## config.mk

```make
export PLATFORM = sky130hd
export DESIGN_NAME = hub_config_eeprom_autoload
export DESIGN_NICKNAME = d
export VERILOG_FILES = /design/src/hub_cfg_pkg.sv /design/src/hub_config_eeprom_autoload.sv
export SDC_FILE = /design/constraint.sdc
export NUM_CORES = 1
export LEC_CHECK = 0
export BUFFER_PORTS_ARGS = -buffer_cell sky130_fd_sc_hd__buf_4
export CORE_MARGIN = 2
export CORE_UTILIZATION = 51
export CTS_BUF_LIST = sky130_fd_sc_hd__clkbuf_16
export CTS_CLUSTER_SIZE = 25
export DETAILED_ROUTE_END_ITERATION = 6
export PLACE_DENSITY = 0.92
export RECOVER_POWER = 50
export SLEW_MARGIN = 10
export SYNTH_ARGS = -nofsm -noshare
export SYNTH_HDL_FRONTEND = slang
export SYNTH_SLANG_ARGS = --single-unit
```

## constraint.sdc

```tcl
create_clock -name core_clk -period 14.7 [get_ports core_clk]
set_clock_uncertainty 0.05 [all_clocks]
set_input_delay 2.94 -clock core_clk [delete_from_list [all_inputs] [get_ports core_clk]]
set_output_delay 2.94 -clock core_clk [all_outputs]
set_load 0.1 [all_outputs]
```

## src/hub_cfg_pkg.sv

```systemverilog
// constants for the hub configuration and eeprom auto-load block
package hub_cfg_pkg;
  localparam logic [3:0] reg_boost_addr = 4'h0;
  localparam logic [3:0] reg_ctrl_addr = 4'h4;
  localparam logic [3:0] reg_stat_addr = 4'h8;
  localparam logic [3:0] reg_mac_lo_addr = 4'hc;
  localparam logic [7:0] boost_reset = 8'h00;
  localparam logic [7:0] boost_write_mask = 8'hfc;
  localparam int ctrl_regrst_bit = 1;
  localparam int ctrl_attach_bit = 0;
  localparam int stat_done_bit = 0;
  localparam int stat_valid_bit = 1;
  localparam int stat_busy_bit = 2;
  localparam logic [7:0] signature_value = 8'ha5;
  localparam logic [7:0] sig_addr = 8'h00;
  localparam logic [7:0] mac_first_addr = 8'h01;
  localparam logic [7:0] mac_last_addr = 8'h06;
  localparam logic [7:0] fs_poll_addr = 8'h07;
  localparam logic [7:0] hs_poll_addr = 8'h08;
  localparam logic [7:0] cfg_flags_addr = 8'h09;
  localparam logic [7:0] max_power_addr = 8'h0a;
  localparam logic [7:0] vid_lo_addr = 8'h20;
  localparam logic [7:0] vid_hi_addr = 8'h21;
  localparam logic [7:0] pid_lo_addr = 8'h22;
  localparam logic [7:0] pid_hi_addr = 8'h23;
  localparam logic [7:0] config_byte_one_addr = 8'h26;
  localparam logic [7:0] wp_last_addr = 8'hfe;
  localparam logic [47:0] mac_default = 48'hffff_ffff_ffff;
  localparam logic [7:0] fs_poll_default = 8'h01;
  localparam logic [7:0] hs_poll_default = 8'h04;
  localparam logic [7:0] cfg_flags_default = 8'h05;
  localparam logic [7:0] max_power_default = 8'h01;
  localparam logic [7:0] config_byte_one_default = 8'h00;
  localparam logic [31:0] bus_zero = 32'h0000_0000;
  typedef enum logic [1:0] {load_none, load_all, load_mac, load_eth} load_kind_type;
  typedef enum logic [2:0] {st_idle, st_sig_req, st_sig_wait, st_req, st_wait} load_state_type;
endpackage

```

## src/hub_config_eeprom_autoload.sv

```systemverilog
// hub configuration registers and eeprom auto-load engine
//
// Behaviour
// - boost code 00 normal, 01/10/11 +4/8/12%
// - boost bits 7:6 port4, 5:4 port3, 3:2 port2
// - register reset bit restores configuration defaults
// - register reset bit clears itself during reset
// - attach bit one signals upstream attach once load is done
// - attach set blocks writes to 00h-FEh
// - attach writes once, cleared by hard reset
// - bad signature uses mac and poll defaults
// - bad signature flags 05h, power 01h
// - bad signature reports fixed vendor/product ids
// - usb, power, pin, software resets start load
// - read byte 0, continue only on a5
// - hard reset loads hub and ethernet content
// - usb reset loads only ethernet address
// - software reset reloads ethernet content only
// - ethernet address from bytes 01h-06h
// - hub config byte one from byte 26h
`timescale 1ns/1ps
`default_nettype none
module hub_config_eeprom_autoload
  import hub_cfg_pkg::*;
#(
  parameter logic [15:0] vendor_id_default = 16'h1234, // arbitrary value
  parameter logic [15:0] product_id_default = 16'h5678 // arbitrary value
)
(
  input wire logic core_clk,
  input wire logic rst,
  input wire logic pin_reset_low,
  input wire logic usb_reset,
  input wire logic software_reset,
  input wire logic reload_cmd,
  input wire logic wb_cyc_i,
  input wire logic wb_stb_i,
  input wire logic wb_we_i,
  input wire logic [3:0] wb_adr_i,
  input wire logic [3:0] wb_sel_i,
  input wire logic [31:0] wb_dat_i,
  output logic [31:0] wb_dat_o,
  output logic wb_ack_o,
  input wire logic cfg_wr_en,
  input wire logic [7:0] cfg_wr_addr,
  input wire logic [7:0] cfg_wr_data,
  output logic cfg_wr_accept,
  output logic ee_rd_req,
  output logic [7:0] ee_rd_addr,
  input wire logic ee_rd_valid,
  input wire logic [7:0] ee_rd_data,
  output logic [1:0] port4_drive_boost,
  output logic [1:0] port3_drive_boost,
  output logic [1:0] port2_drive_boost,
  output logic usb_attach,
  output logic load_done,
  output logic [47:0] mac_addr,
  output logic [7:0] fs_poll_interval,
  output logic [7:0] hs_poll_interval,
  output logic [7:0] eth_config_flags,
  output logic [7:0] eth_max_power,
  output logic [15:0] eth_vendor_id,
  output logic [15:0] eth_product_id,
  output logic [7:0] config_byte_one
);

  ////////////////////////////////////////////////////////////////////////////
  // reset sources
  logic [7:0] boost_q;
  logic attach_q;
  logic attach_written_q;
  logic regrst_q;
  logic hard_rst;
  logic cfg_rst;
  // pin reset and power-on reset clear everything; register reset only configuration
  assign hard_rst = rst | ~pin_reset_low;
  assign cfg_rst = hard_rst | regrst_q;

  ////////////////////////////////////////////////////////////////////////////
  // wishbone slave
  logic bus_req;
  logic wr_boost;
  logic wr_ctrl;
  logic lane0_wr;
  logic [31:0] rd_mux;
  logic ack_q;
  logic [31:0] rdata_q;
  logic valid_q;
  logic busy;
  logic done_q;
  logic hit_boost;
  logic hit_ctrl;
  logic hit_stat;
  logic hit_mac;

  // register select from the bus address
  function automatic logic reg_hit(input logic [3:0] adr, input logic [3:0] offset);
    reg_hit = adr == offset;
  endfunction

  assign hit_boost = reg_hit(wb_adr_i, reg_boost_addr);
  assign hit_ctrl = reg_hit(wb_adr_i, reg_ctrl_addr);
  assign hit_stat = reg_hit(wb_adr_i, reg_stat_addr);
  assign hit_mac = reg_hit(wb_adr_i, reg_mac_lo_addr);
  assign bus_req = wb_cyc_i & wb_stb_i & ~ack_q;
  assign lane0_wr = bus_req & wb_we_i & wb_sel_i[0];
  assign wr_boost = lane0_wr & hit_boost;
  assign wr_ctrl = lane0_wr & hit_ctrl;
  assign rd_mux = hit_boost ? {24'h000000, boost_q} :
                  hit_ctrl ? {30'h0, regrst_q, attach_q} :
                  hit_stat ? {29'h0, busy, valid_q, done_q} :
                  hit_mac ? mac_addr[31:0] : bus_zero;

  // ack is registered: a strobe still high in the ack cycle is not taken twice
  always_ff @(posedge core_clk or posedge hard_rst)
  begin
    if (hard_rst)
    begin
      ack_q <= 1'b0;
      rdata_q <= bus_zero;
    end
    else
    begin
      ack_q <= bus_req;
      rdata_q <= bus_req ? rd_mux : bus_zero;
    end
  end
  assign wb_ack_o = ack_q;
  assign wb_dat_o = rdata_q;

  ////////////////////////////////////////////////////////////////////////////
  // boost and control registers
  always_ff @(posedge core_clk or posedge cfg_rst)
  begin
    if (cfg_rst)
      boost_q <= boost_reset;
    else if (wr_boost)
      boost_q <= wb_dat_i[7:0] & boost_write_mask;
  end
  // codes pass straight to the phy: 00 normal, 01/10/11 stepped boost
  assign port4_drive_boost = boost_q[7:6];
  assign port3_drive_boost = boost_q[5:4];
  assign port2_drive_boost = boost_q[3:2];

  // self-clearing pulse: its own ~regrst_q term clears it next edge; the forced reset it drives does not
  always_ff @(posedge core_clk or posedge hard_rst)
  begin
    if (hard_rst)
      regrst_q <= 1'b0;
    else
      regrst_q <= wr_ctrl & wb_dat_i[ctrl_regrst_bit] & ~regrst_q;
  end

  // attach survives register reset; only one write is honoured
  always_ff @(posedge core_clk or posedge hard_rst)
  begin
    if (hard_rst)
    begin
      attach_q <= 1'b0;
      attach_written_q <= 1'b0;
    end
    else if (wr_ctrl & ~attach_written_q & ~wb_dat_i[ctrl_regrst_bit])
    begin
      attach_q <= wb_dat_i[ctrl_attach_bit];
      attach_written_q <= 1'b1;
    end
  end
  assign usb_attach = attach_q & done_q;

  // internal configuration memory write gate
  assign cfg_wr_accept = cfg_wr_en & ~(attach_q & (cfg_wr_addr <= wp_last_addr));

  ////////////////////////////////////////////////////////////////////////////
  // auto-load engine
  load_state_type state_q;
  load_kind_type kind_q;
  load_kind_type pend_q;
  logic [7:0] addr_q;
  logic [7:0] last_addr;
  logic [7:0] next_addr;
  logic start;
  logic sig_ok;
  logic take;

  // hard reset queues a full load; others queue subsets, latest wins
  always_ff @(posedge core_clk or posedge hard_rst)
  begin
    if (hard_rst)
      pend_q <= load_all;
    else if (usb_reset)
      pend_q <= load_mac;
    else if (software_reset | reload_cmd)
      pend_q <= load_eth;
    else if (start)
      pend_q <= load_none;
  end

  assign start = (state_q == st_idle) & (pend_q != load_none);
  assign sig_ok = ee_rd_data == signature_value;
  assign take = (state_q == st_wait) & ee_rd_valid;
  assign last_addr = (kind_q == load_all) ? config_byte_one_addr :
                     (kind_q == load_eth) ? pid_hi_addr : mac_last_addr;
  // ethernet subset skips the gap between max power and the id bytes
  assign next_addr = (addr_q == max_power_addr && kind_q != load_mac) ? vid_lo_addr :
                     (addr_q == pid_hi_addr) ? config_byte_one_addr : addr_q + 8'h01;
  assign busy = state_q != st_idle;

  // one byte per wait state; addr_q already holds the next address when the request rises
  always_ff @(posedge core_clk or posedge hard_rst)
  begin
    if (hard_rst)
    begin
      state_q <= st_idle;
      kind_q <= load_none;
      addr_q <= sig_addr;
      done_q <= 1'b0;
      valid_q <= 1'b0;
    end
    else
    begin
      case (state_q)
        st_idle:
          if (start)
          begin
            kind_q <= pend_q;
            done_q <= 1'b0;
            state_q <= st_sig_req;
          end
        st_sig_req:
        begin
          addr_q <= sig_addr;
          state_q <= st_sig_wait;
        end
        st_sig_wait:
          if (ee_rd_valid)
          begin
            valid_q <= sig_ok;
            addr_q <= mac_first_addr;
            if (sig_ok)
              state_q <= st_req;
            else
            begin
              done_q <= 1'b1;
              state_q <= st_idle;
            end
          end
        st_req:
          state_q <= st_wait;
        st_wait:
          if (ee_rd_valid)
          begin
            if (addr_q == last_addr)
            begin
              done_q <= 1'b1;
              state_q <= st_idle;
            end
            else
            begin
              addr_q <= next_addr;
              state_q <= st_req;
            end
          end
        default:
          state_q <= st_idle;
      endcase
    end
  end
  // request stands only in the wait states; the request states are the one-cycle
  // gap in which the next address settles before the reader may sample it
  assign ee_rd_req = (state_q == st_sig_wait) | (state_q == st_wait);
  assign ee_rd_addr = addr_q;
  assign load_done = done_q;

  ////////////////////////////////////////////////////////////////////////////
  // loaded configuration, defaults when signature missing
  logic sig_fail;
  assign sig_fail = (state_q == st_sig_wait) & ee_rd_valid & ~sig_ok;

  // one always block per mac octet, each with its own byte select
  genvar gi;
  generate
    for (gi = 0; gi < 6; gi++)
    begin : g_mac
      always_ff @(posedge core_clk or posedge cfg_rst)
      begin
        if (cfg_rst)
          mac_addr[gi*8 +: 8] <= mac_default[gi*8 +: 8];
        else if (sig_fail & (kind_q != load_none))
          mac_addr[gi*8 +: 8] <= mac_default[gi*8 +: 8];
        else if (take & (addr_q == mac_first_addr + 8'(gi)))
          mac_addr[gi*8 +: 8] <= ee_rd_data;
      end
    end
  endgenerate

  always_ff @(posedge core_clk or posedge cfg_rst)
  begin
    if (cfg_rst)
    begin
      fs_poll_interval <= fs_poll_default;
      hs_poll_interval <= hs_poll_default;
      eth_config_flags <= cfg_flags_default;
      eth_max_power <= max_power_default;
      eth_vendor_id <= vendor_id_default;
      eth_product_id <= product_id_default;
      config_byte_one <= config_byte_one_default;
    end
    // the hub byte keeps its value when the signature is missing
    else if (sig_fail & (kind_q != load_mac))
    begin
      fs_poll_interval <= fs_poll_default;
      hs_poll_interval <= hs_poll_default;
      eth_config_flags <= cfg_flags_default;
      eth_max_power <= max_power_default;
      eth_vendor_id <= vendor_id_default;
      eth_product_id <= product_id_default;
    end
    else if (take)
    begin
      if (addr_q == fs_poll_addr)
        fs_poll_interval <= ee_rd_data;
      if (addr_q == hs_poll_addr)
        hs_poll_interval <= ee_rd_data;
      if (addr_q == cfg_flags_addr)
        eth_config_flags <= ee_rd_data;
      if (addr_q == max_power_addr)
        eth_max_power <= ee_rd_data;
      if (addr_q == vid_lo_addr)
        eth_vendor_id[7:0] <= ee_rd_data;
      if (addr_q == vid_hi_addr)
        eth_vendor_id[15:8] <= ee_rd_data;
      if (addr_q == pid_lo_addr)
        eth_product_id[7:0] <= ee_rd_data;
      if (addr_q == pid_hi_addr)
        eth_product_id[15:8] <= ee_rd_data;
      if (addr_q == config_byte_one_addr)
        config_byte_one <= ee_rd_data;
    end
  end

endmodule
`default_nettype wire

```

# After elaboration in Yosys (flattened, before gate mapping)
# Cells that the tools add are included.
dict set report op_classes {
  bitwise 37
  eq_ne 33
  reduce_logical 38
  muxes 60
  n_addsub 1
  n_lt_le_gt_ge 1
}
# op count
set op_table {}
lappend op_table {{two-way mux 8 bit} 33}
lappend op_table {{two-way mux 32 bit} 5}
lappend op_table {{two-way mux 16 bit} 4}
lappend op_table {{== test 8 x 6 -> 1 bit (second input constant)} 5}
lappend op_table {{nonzero test 2 bit} 17}
lappend op_table {{== test 8 x 3 -> 1 bit (second input constant)} 4}
lappend op_table {{AND 1 bit} 25}
lappend op_table {{== test 8 x 4 -> 1 bit (second input constant)} 3}
lappend op_table {{one-hot mux 8 bit (3 select lines)} 1}
lappend op_table {{AND reduction 2 bit} 10}
lappend op_table {{== test 8 x 2 -> 1 bit (second input constant)} 2}
lappend op_table {{one-hot mux 3 bit (5 select lines)} 1}
lappend op_table {{two-way mux 6 bit} 2}
lappend op_table {{!= test 2 bit (second input constant)} 6}
lappend op_table {{nonzero test 3 bit} 4}
lappend op_table {{two-way mux 2 bit} 5}
lappend op_table {{two-way mux 3 bit} 3}
lappend op_table {{adder 8 x 1 -> 8 bit (second input constant)} 1}
lappend op_table {{== test 4 bit (second input constant)} 2}
lappend op_table {{== test 8 x 1 -> 1 bit (second input constant)} 1}
lappend op_table {{== test 8 x 6 -> 1 bit} 1}
lappend op_table {{== test 8 bit (second input constant)} 1}
lappend op_table {{less-or-equal comparator 8 bit (second input constant)} 1}
lappend op_table {{inverter 1 bit} 8}
lappend op_table {{16 further kinds} 25}
dict set report totals {
  ff_bits 179
  out_inout_bits 171
  elab_cells 197
}

# Longest topological paths before layout
dict set report logic_depth {
  ltp_word 7
  depth_mapped 8
}

# Worst setup path before layout
# Ideal clock, no wire load.
dict set report synth_path {
  path_type {input -> output}
  startpoint {input port cfg_wr_addr[5]}
  endpoint {output port cfg_wr_accept}
  t_arrival_ns 3.908
  setup_slack_ns 7.802
  stages 3
  path_cell_list {nand4_1 > o21ai_0 > and2_1}
}
dict set report synth_between {
  elab_chain_cells 4
}
# element line
set synth_lines {}
lappend synth_lines {{start: declaration} hub_config_eeprom_autoload.sv:45} ;# input wire logic [7:0] cfg_wr_addr,
lappend synth_lines {{less-or-equal comparator 8 bit} hub_config_eeprom_autoload.sv:171} ;# assign cfg_wr_accept = cfg_wr_en & ~(attach_q & (cfg_wr_addr <= wp_last_addr));
lappend synth_lines {{AND 1 bit} hub_config_eeprom_autoload.sv:171}
lappend synth_lines {{inverter 1 bit} hub_config_eeprom_autoload.sv:171}
lappend synth_lines {{AND 1 bit} hub_config_eeprom_autoload.sv:171}
lappend synth_lines {{end: declaration} hub_config_eeprom_autoload.sv:47} ;# output logic cfg_wr_accept,
# Every way passes these cells.

==> summary.md <==
| Metric | Value |
|---|---|
| Max Cap Viol | 2 |
| GRT Total Usage | 27.6% |
| Post-CTS Hold Fix Bufs | 0 |
| Number of global-route vias before repair | 6322 |
| Arrival time at the worst endpoint | 8.92 ns |
| Fin. Hold Viols | 0 |
| Io pins | 246 |
| Primary FF master, synth | dfrtp_1 |
| Final HPWL DP | 14.5 mm |
| FP Rows | 44 |
| Via Count | 6297 |
| Worst path slowest cell | clkbuf_1 |
| Actual slew at the worst max-slew pin | 3.18 ns |
| Max incr delay on CP | 2.24 ns |
| Syn-to-layout area delta | 21.4% |
| WL final | 21.7 mm |
| Synth cell types | 55 |
| CP endpoint kind | async pin |
| CP required | 15.10 ns |
| Post-synth top area share | 36.5% |
| DR DRC count | 0 |
| Fill cells | 1240 |
| Slew Limit Fails | 114 |
| H-tree levels | 4 |
| Clk Latency, worst-skew pair | 0.43 ns |
| PwrDens | 230 mW/mm2 |
| DIE AREA | 0.0160 mm2 |
| #FFs+latches synth | 179 |
| Failing checks | max-capacitance violations, max-slew violations |
| Postcts setup bufs | 0 |
| Routed vias/inst | 5.72 |
| Startpoint types | input pin |
| Most common library cells after synthesis | 151 x nand2_1, 112 x dfrtp_1, 67 x dfstp_2, 65 x nand3_1, 56 x mux2i_1 |
| Global placer's final weighted congestion | 0.884 |
| Synth Net Count | 793 |
| Top post-synthesis cells by area | dfrtp_1 37%, dfstp_2 23%, nand2_1 7.4%, mux2i_1 7.3%, nand3_1 4.2% |
| Wire per inst | 19.7 um |
| Relative slew slack | -112% |
| Number of enable flip-flop cells after synthesis | 0 |
| YS warnings | 0 |
| Worst IR Drop VDD | 0.145 mV |
| Initial antenna violation count | 0 |
| Pre-antenna DRT Iters | 6 |
| Clk sinks | 179 |
| NumNets Final | 983 |
| Port buffer count | 210 |
| Worst Path Max Fanout | 69 |
| CTS tree | yes |
| Clock Tree Root | clkbuf_16 |
| Die Span Y | 127 um |
| 1st-iter DRT viols | 448 |
| Die W | 127 um |
| FFs w/ async S/R, synth | 100% |
| Num CTS Buffers | 17 |
| Congestion Overflow GR | 0 |
| Final period util | 58.0% |
| Post-synthesis cell count | 714 |
| CP dominant cell by count | clkbuf_1 |
| CP cell instances | clkbuf_1, nor2b_4, clkbuf_1, nor2b_4, clkbuf_1, buf_4 |
| Tmin final | 8.53 ns |
| Post-route ant nets | 0 |
| Min-delay worst type | flop to flop |
| Total Power | 2.14 mW |
| CTS max path bufs | 2 |
| Initial Util | 52.6% |
| Status | complete, but fails checks |
| P_leak | 4.56 nW |
| RSZ-0062 raised after global routing | false |
| Fin util | 63.8% |
| Setup TNS | 0 ns |
| FMAX | 117 MHz |
| First-pass GRT wire length | 34.4 mm |
| Synth area leader | dfrtp_1 |
| Largest net degree at the start of global routing | 70 |
| Gates resized, CTS repair | 0 |
| Syn Std Cell Area | 0.00767 mm2 |
| Final setup vio count | 0 |
| Diodes inserted | 0 |
| Clock transition at path regs | 0.06 ns |
| Setup Crit Path Kind | input pin to async pin |
| Layout cell share with drive strength beyond 1 | 18.8% |
| Top-count cell post-synth | nand2_1 |
| Register area share after synthesis | 59.5% |
| Core footprint | 0.0146 mm2 |
| Post-synthesis average cell area | 10.7 um2 |
## logic make-up (layout without fill, tap and decap cells)
group           Yosys count  after routing  share of synthesized area [%]
compound gates           62             62                           5.22
xor+xnor                  1              1                          0.114
fa+ha+maj                 4              4                          0.653
buf+inv                  50            253                           2.74
flops                   179            179                           59.5
mux                      75             75                           10.1
simple gates            343            343                           21.7
## per-stage QoR
stage	std cells	worst slack, ns	hold WS [ns]	instance area [um2]
3_5_place_dp	1069	8.02	0.413	9360
3_3_place_gp	1069	8.04	0.410	9360
5_1_grt	1101	4.94	0.448	9310
2_1_floorplan	714	1.43	0.379	7670
4_1_cts	1101	8.02	0.431	9970
6_report	1101	6.17	0.429	9310
## cell type report
| cell class | instances | area [um2] | area share (%) |
|---|---|---|---|
| inverters | 5 | 18.8 | 0.202 |
| repair buffers | 216 | 976 | 10.5 |
| multi-input cells | 485 | 2920 | 31.3 |
| well taps | 184 | 230 | 2.47 |
| clock inverters | 15 | 179 | 1.92 |
| clock buffers | 17 | 425 | 4.57 |
| flip-flops and latches | 179 | 4560 | 49.0 |
## layout by cell type, fill, tap and decap left out, drive strengths merged, types with 13 or more instances in the layout
cell and count:
mux2i 56, clkbuf 190, dfrtp 112, mux2 19, dfstp 67, nand2 151, a21oi 27, inv 13
nor2 41, and3 26, nand3 68, buf 43
## sequential cells by signal, indices dropped and copies added (netlist names), 3 cells and up
register and count:
boost_q 6, config_byte_one 8, ee_rd_addr 8, eth_config_flags 8
eth_max_power 8, eth_product_id 16, eth_vendor_id 16, fs_poll_interval 8
hs_poll_interval 8, mac_addr 48, state_q 3, wb_dat_o 32
## metal layers
metal  wire [um]  track usage [%]  vias to the layer above
li1            -                -                     2826
met5           0                0                        -
met2       10400             44.5                      327
met1        8660             34.5                     3108
met3        2160             8.94                       36
met4         485             11.4                        0
## critical path: cells and delay by family
kind                   cells  cell delay, ns
buffers and inverters      4            5.35
AND/OR/NAND/NOR            2            0.55
## power breakdown
part / total [mW] / internal [mW] / switching (mW)
registers: 0.732 / 0.643 / 0.0888
logic: 0.941 / 0.122 / 0.819
clock network: 0.467 / 0.270 / 0.197
total: 2.14 / 1.03 / 1.11
## final timing paths
| path | start | end | slack (ns) | depth (start not counted) |
|---|---|---|---|---|
| setup / recovery | rst | hs_poll_interval[1]$_DFFE_PP0P_ | 6.17 | 6 |
| hold / removal | attach_written_q$_DFFE_PP0P_ | attach_written_q$_DFFE_PP0P_ | 0.43 | 1 |
| min in group asynchronous | regrst_q$_DFF_PP0_ | eth_max_power[6]$_DFFE_PP0P_ | 1.57 | 2 |
| hold reg to reg | attach_written_q$_DFFE_PP0P_ | attach_written_q$_DFFE_PP0P_ | 0.43 | 1 |
| max in group core_clk | cfg_wr_addr[5] | cfg_wr_accept | 8.03 | 5 |
| setup reg to reg | regrst_q$_DFF_PP0_ | hs_poll_interval[1]$_DFFE_PP0P_ | 10.86 | 3 |
(Power assumes the default switching activity.)
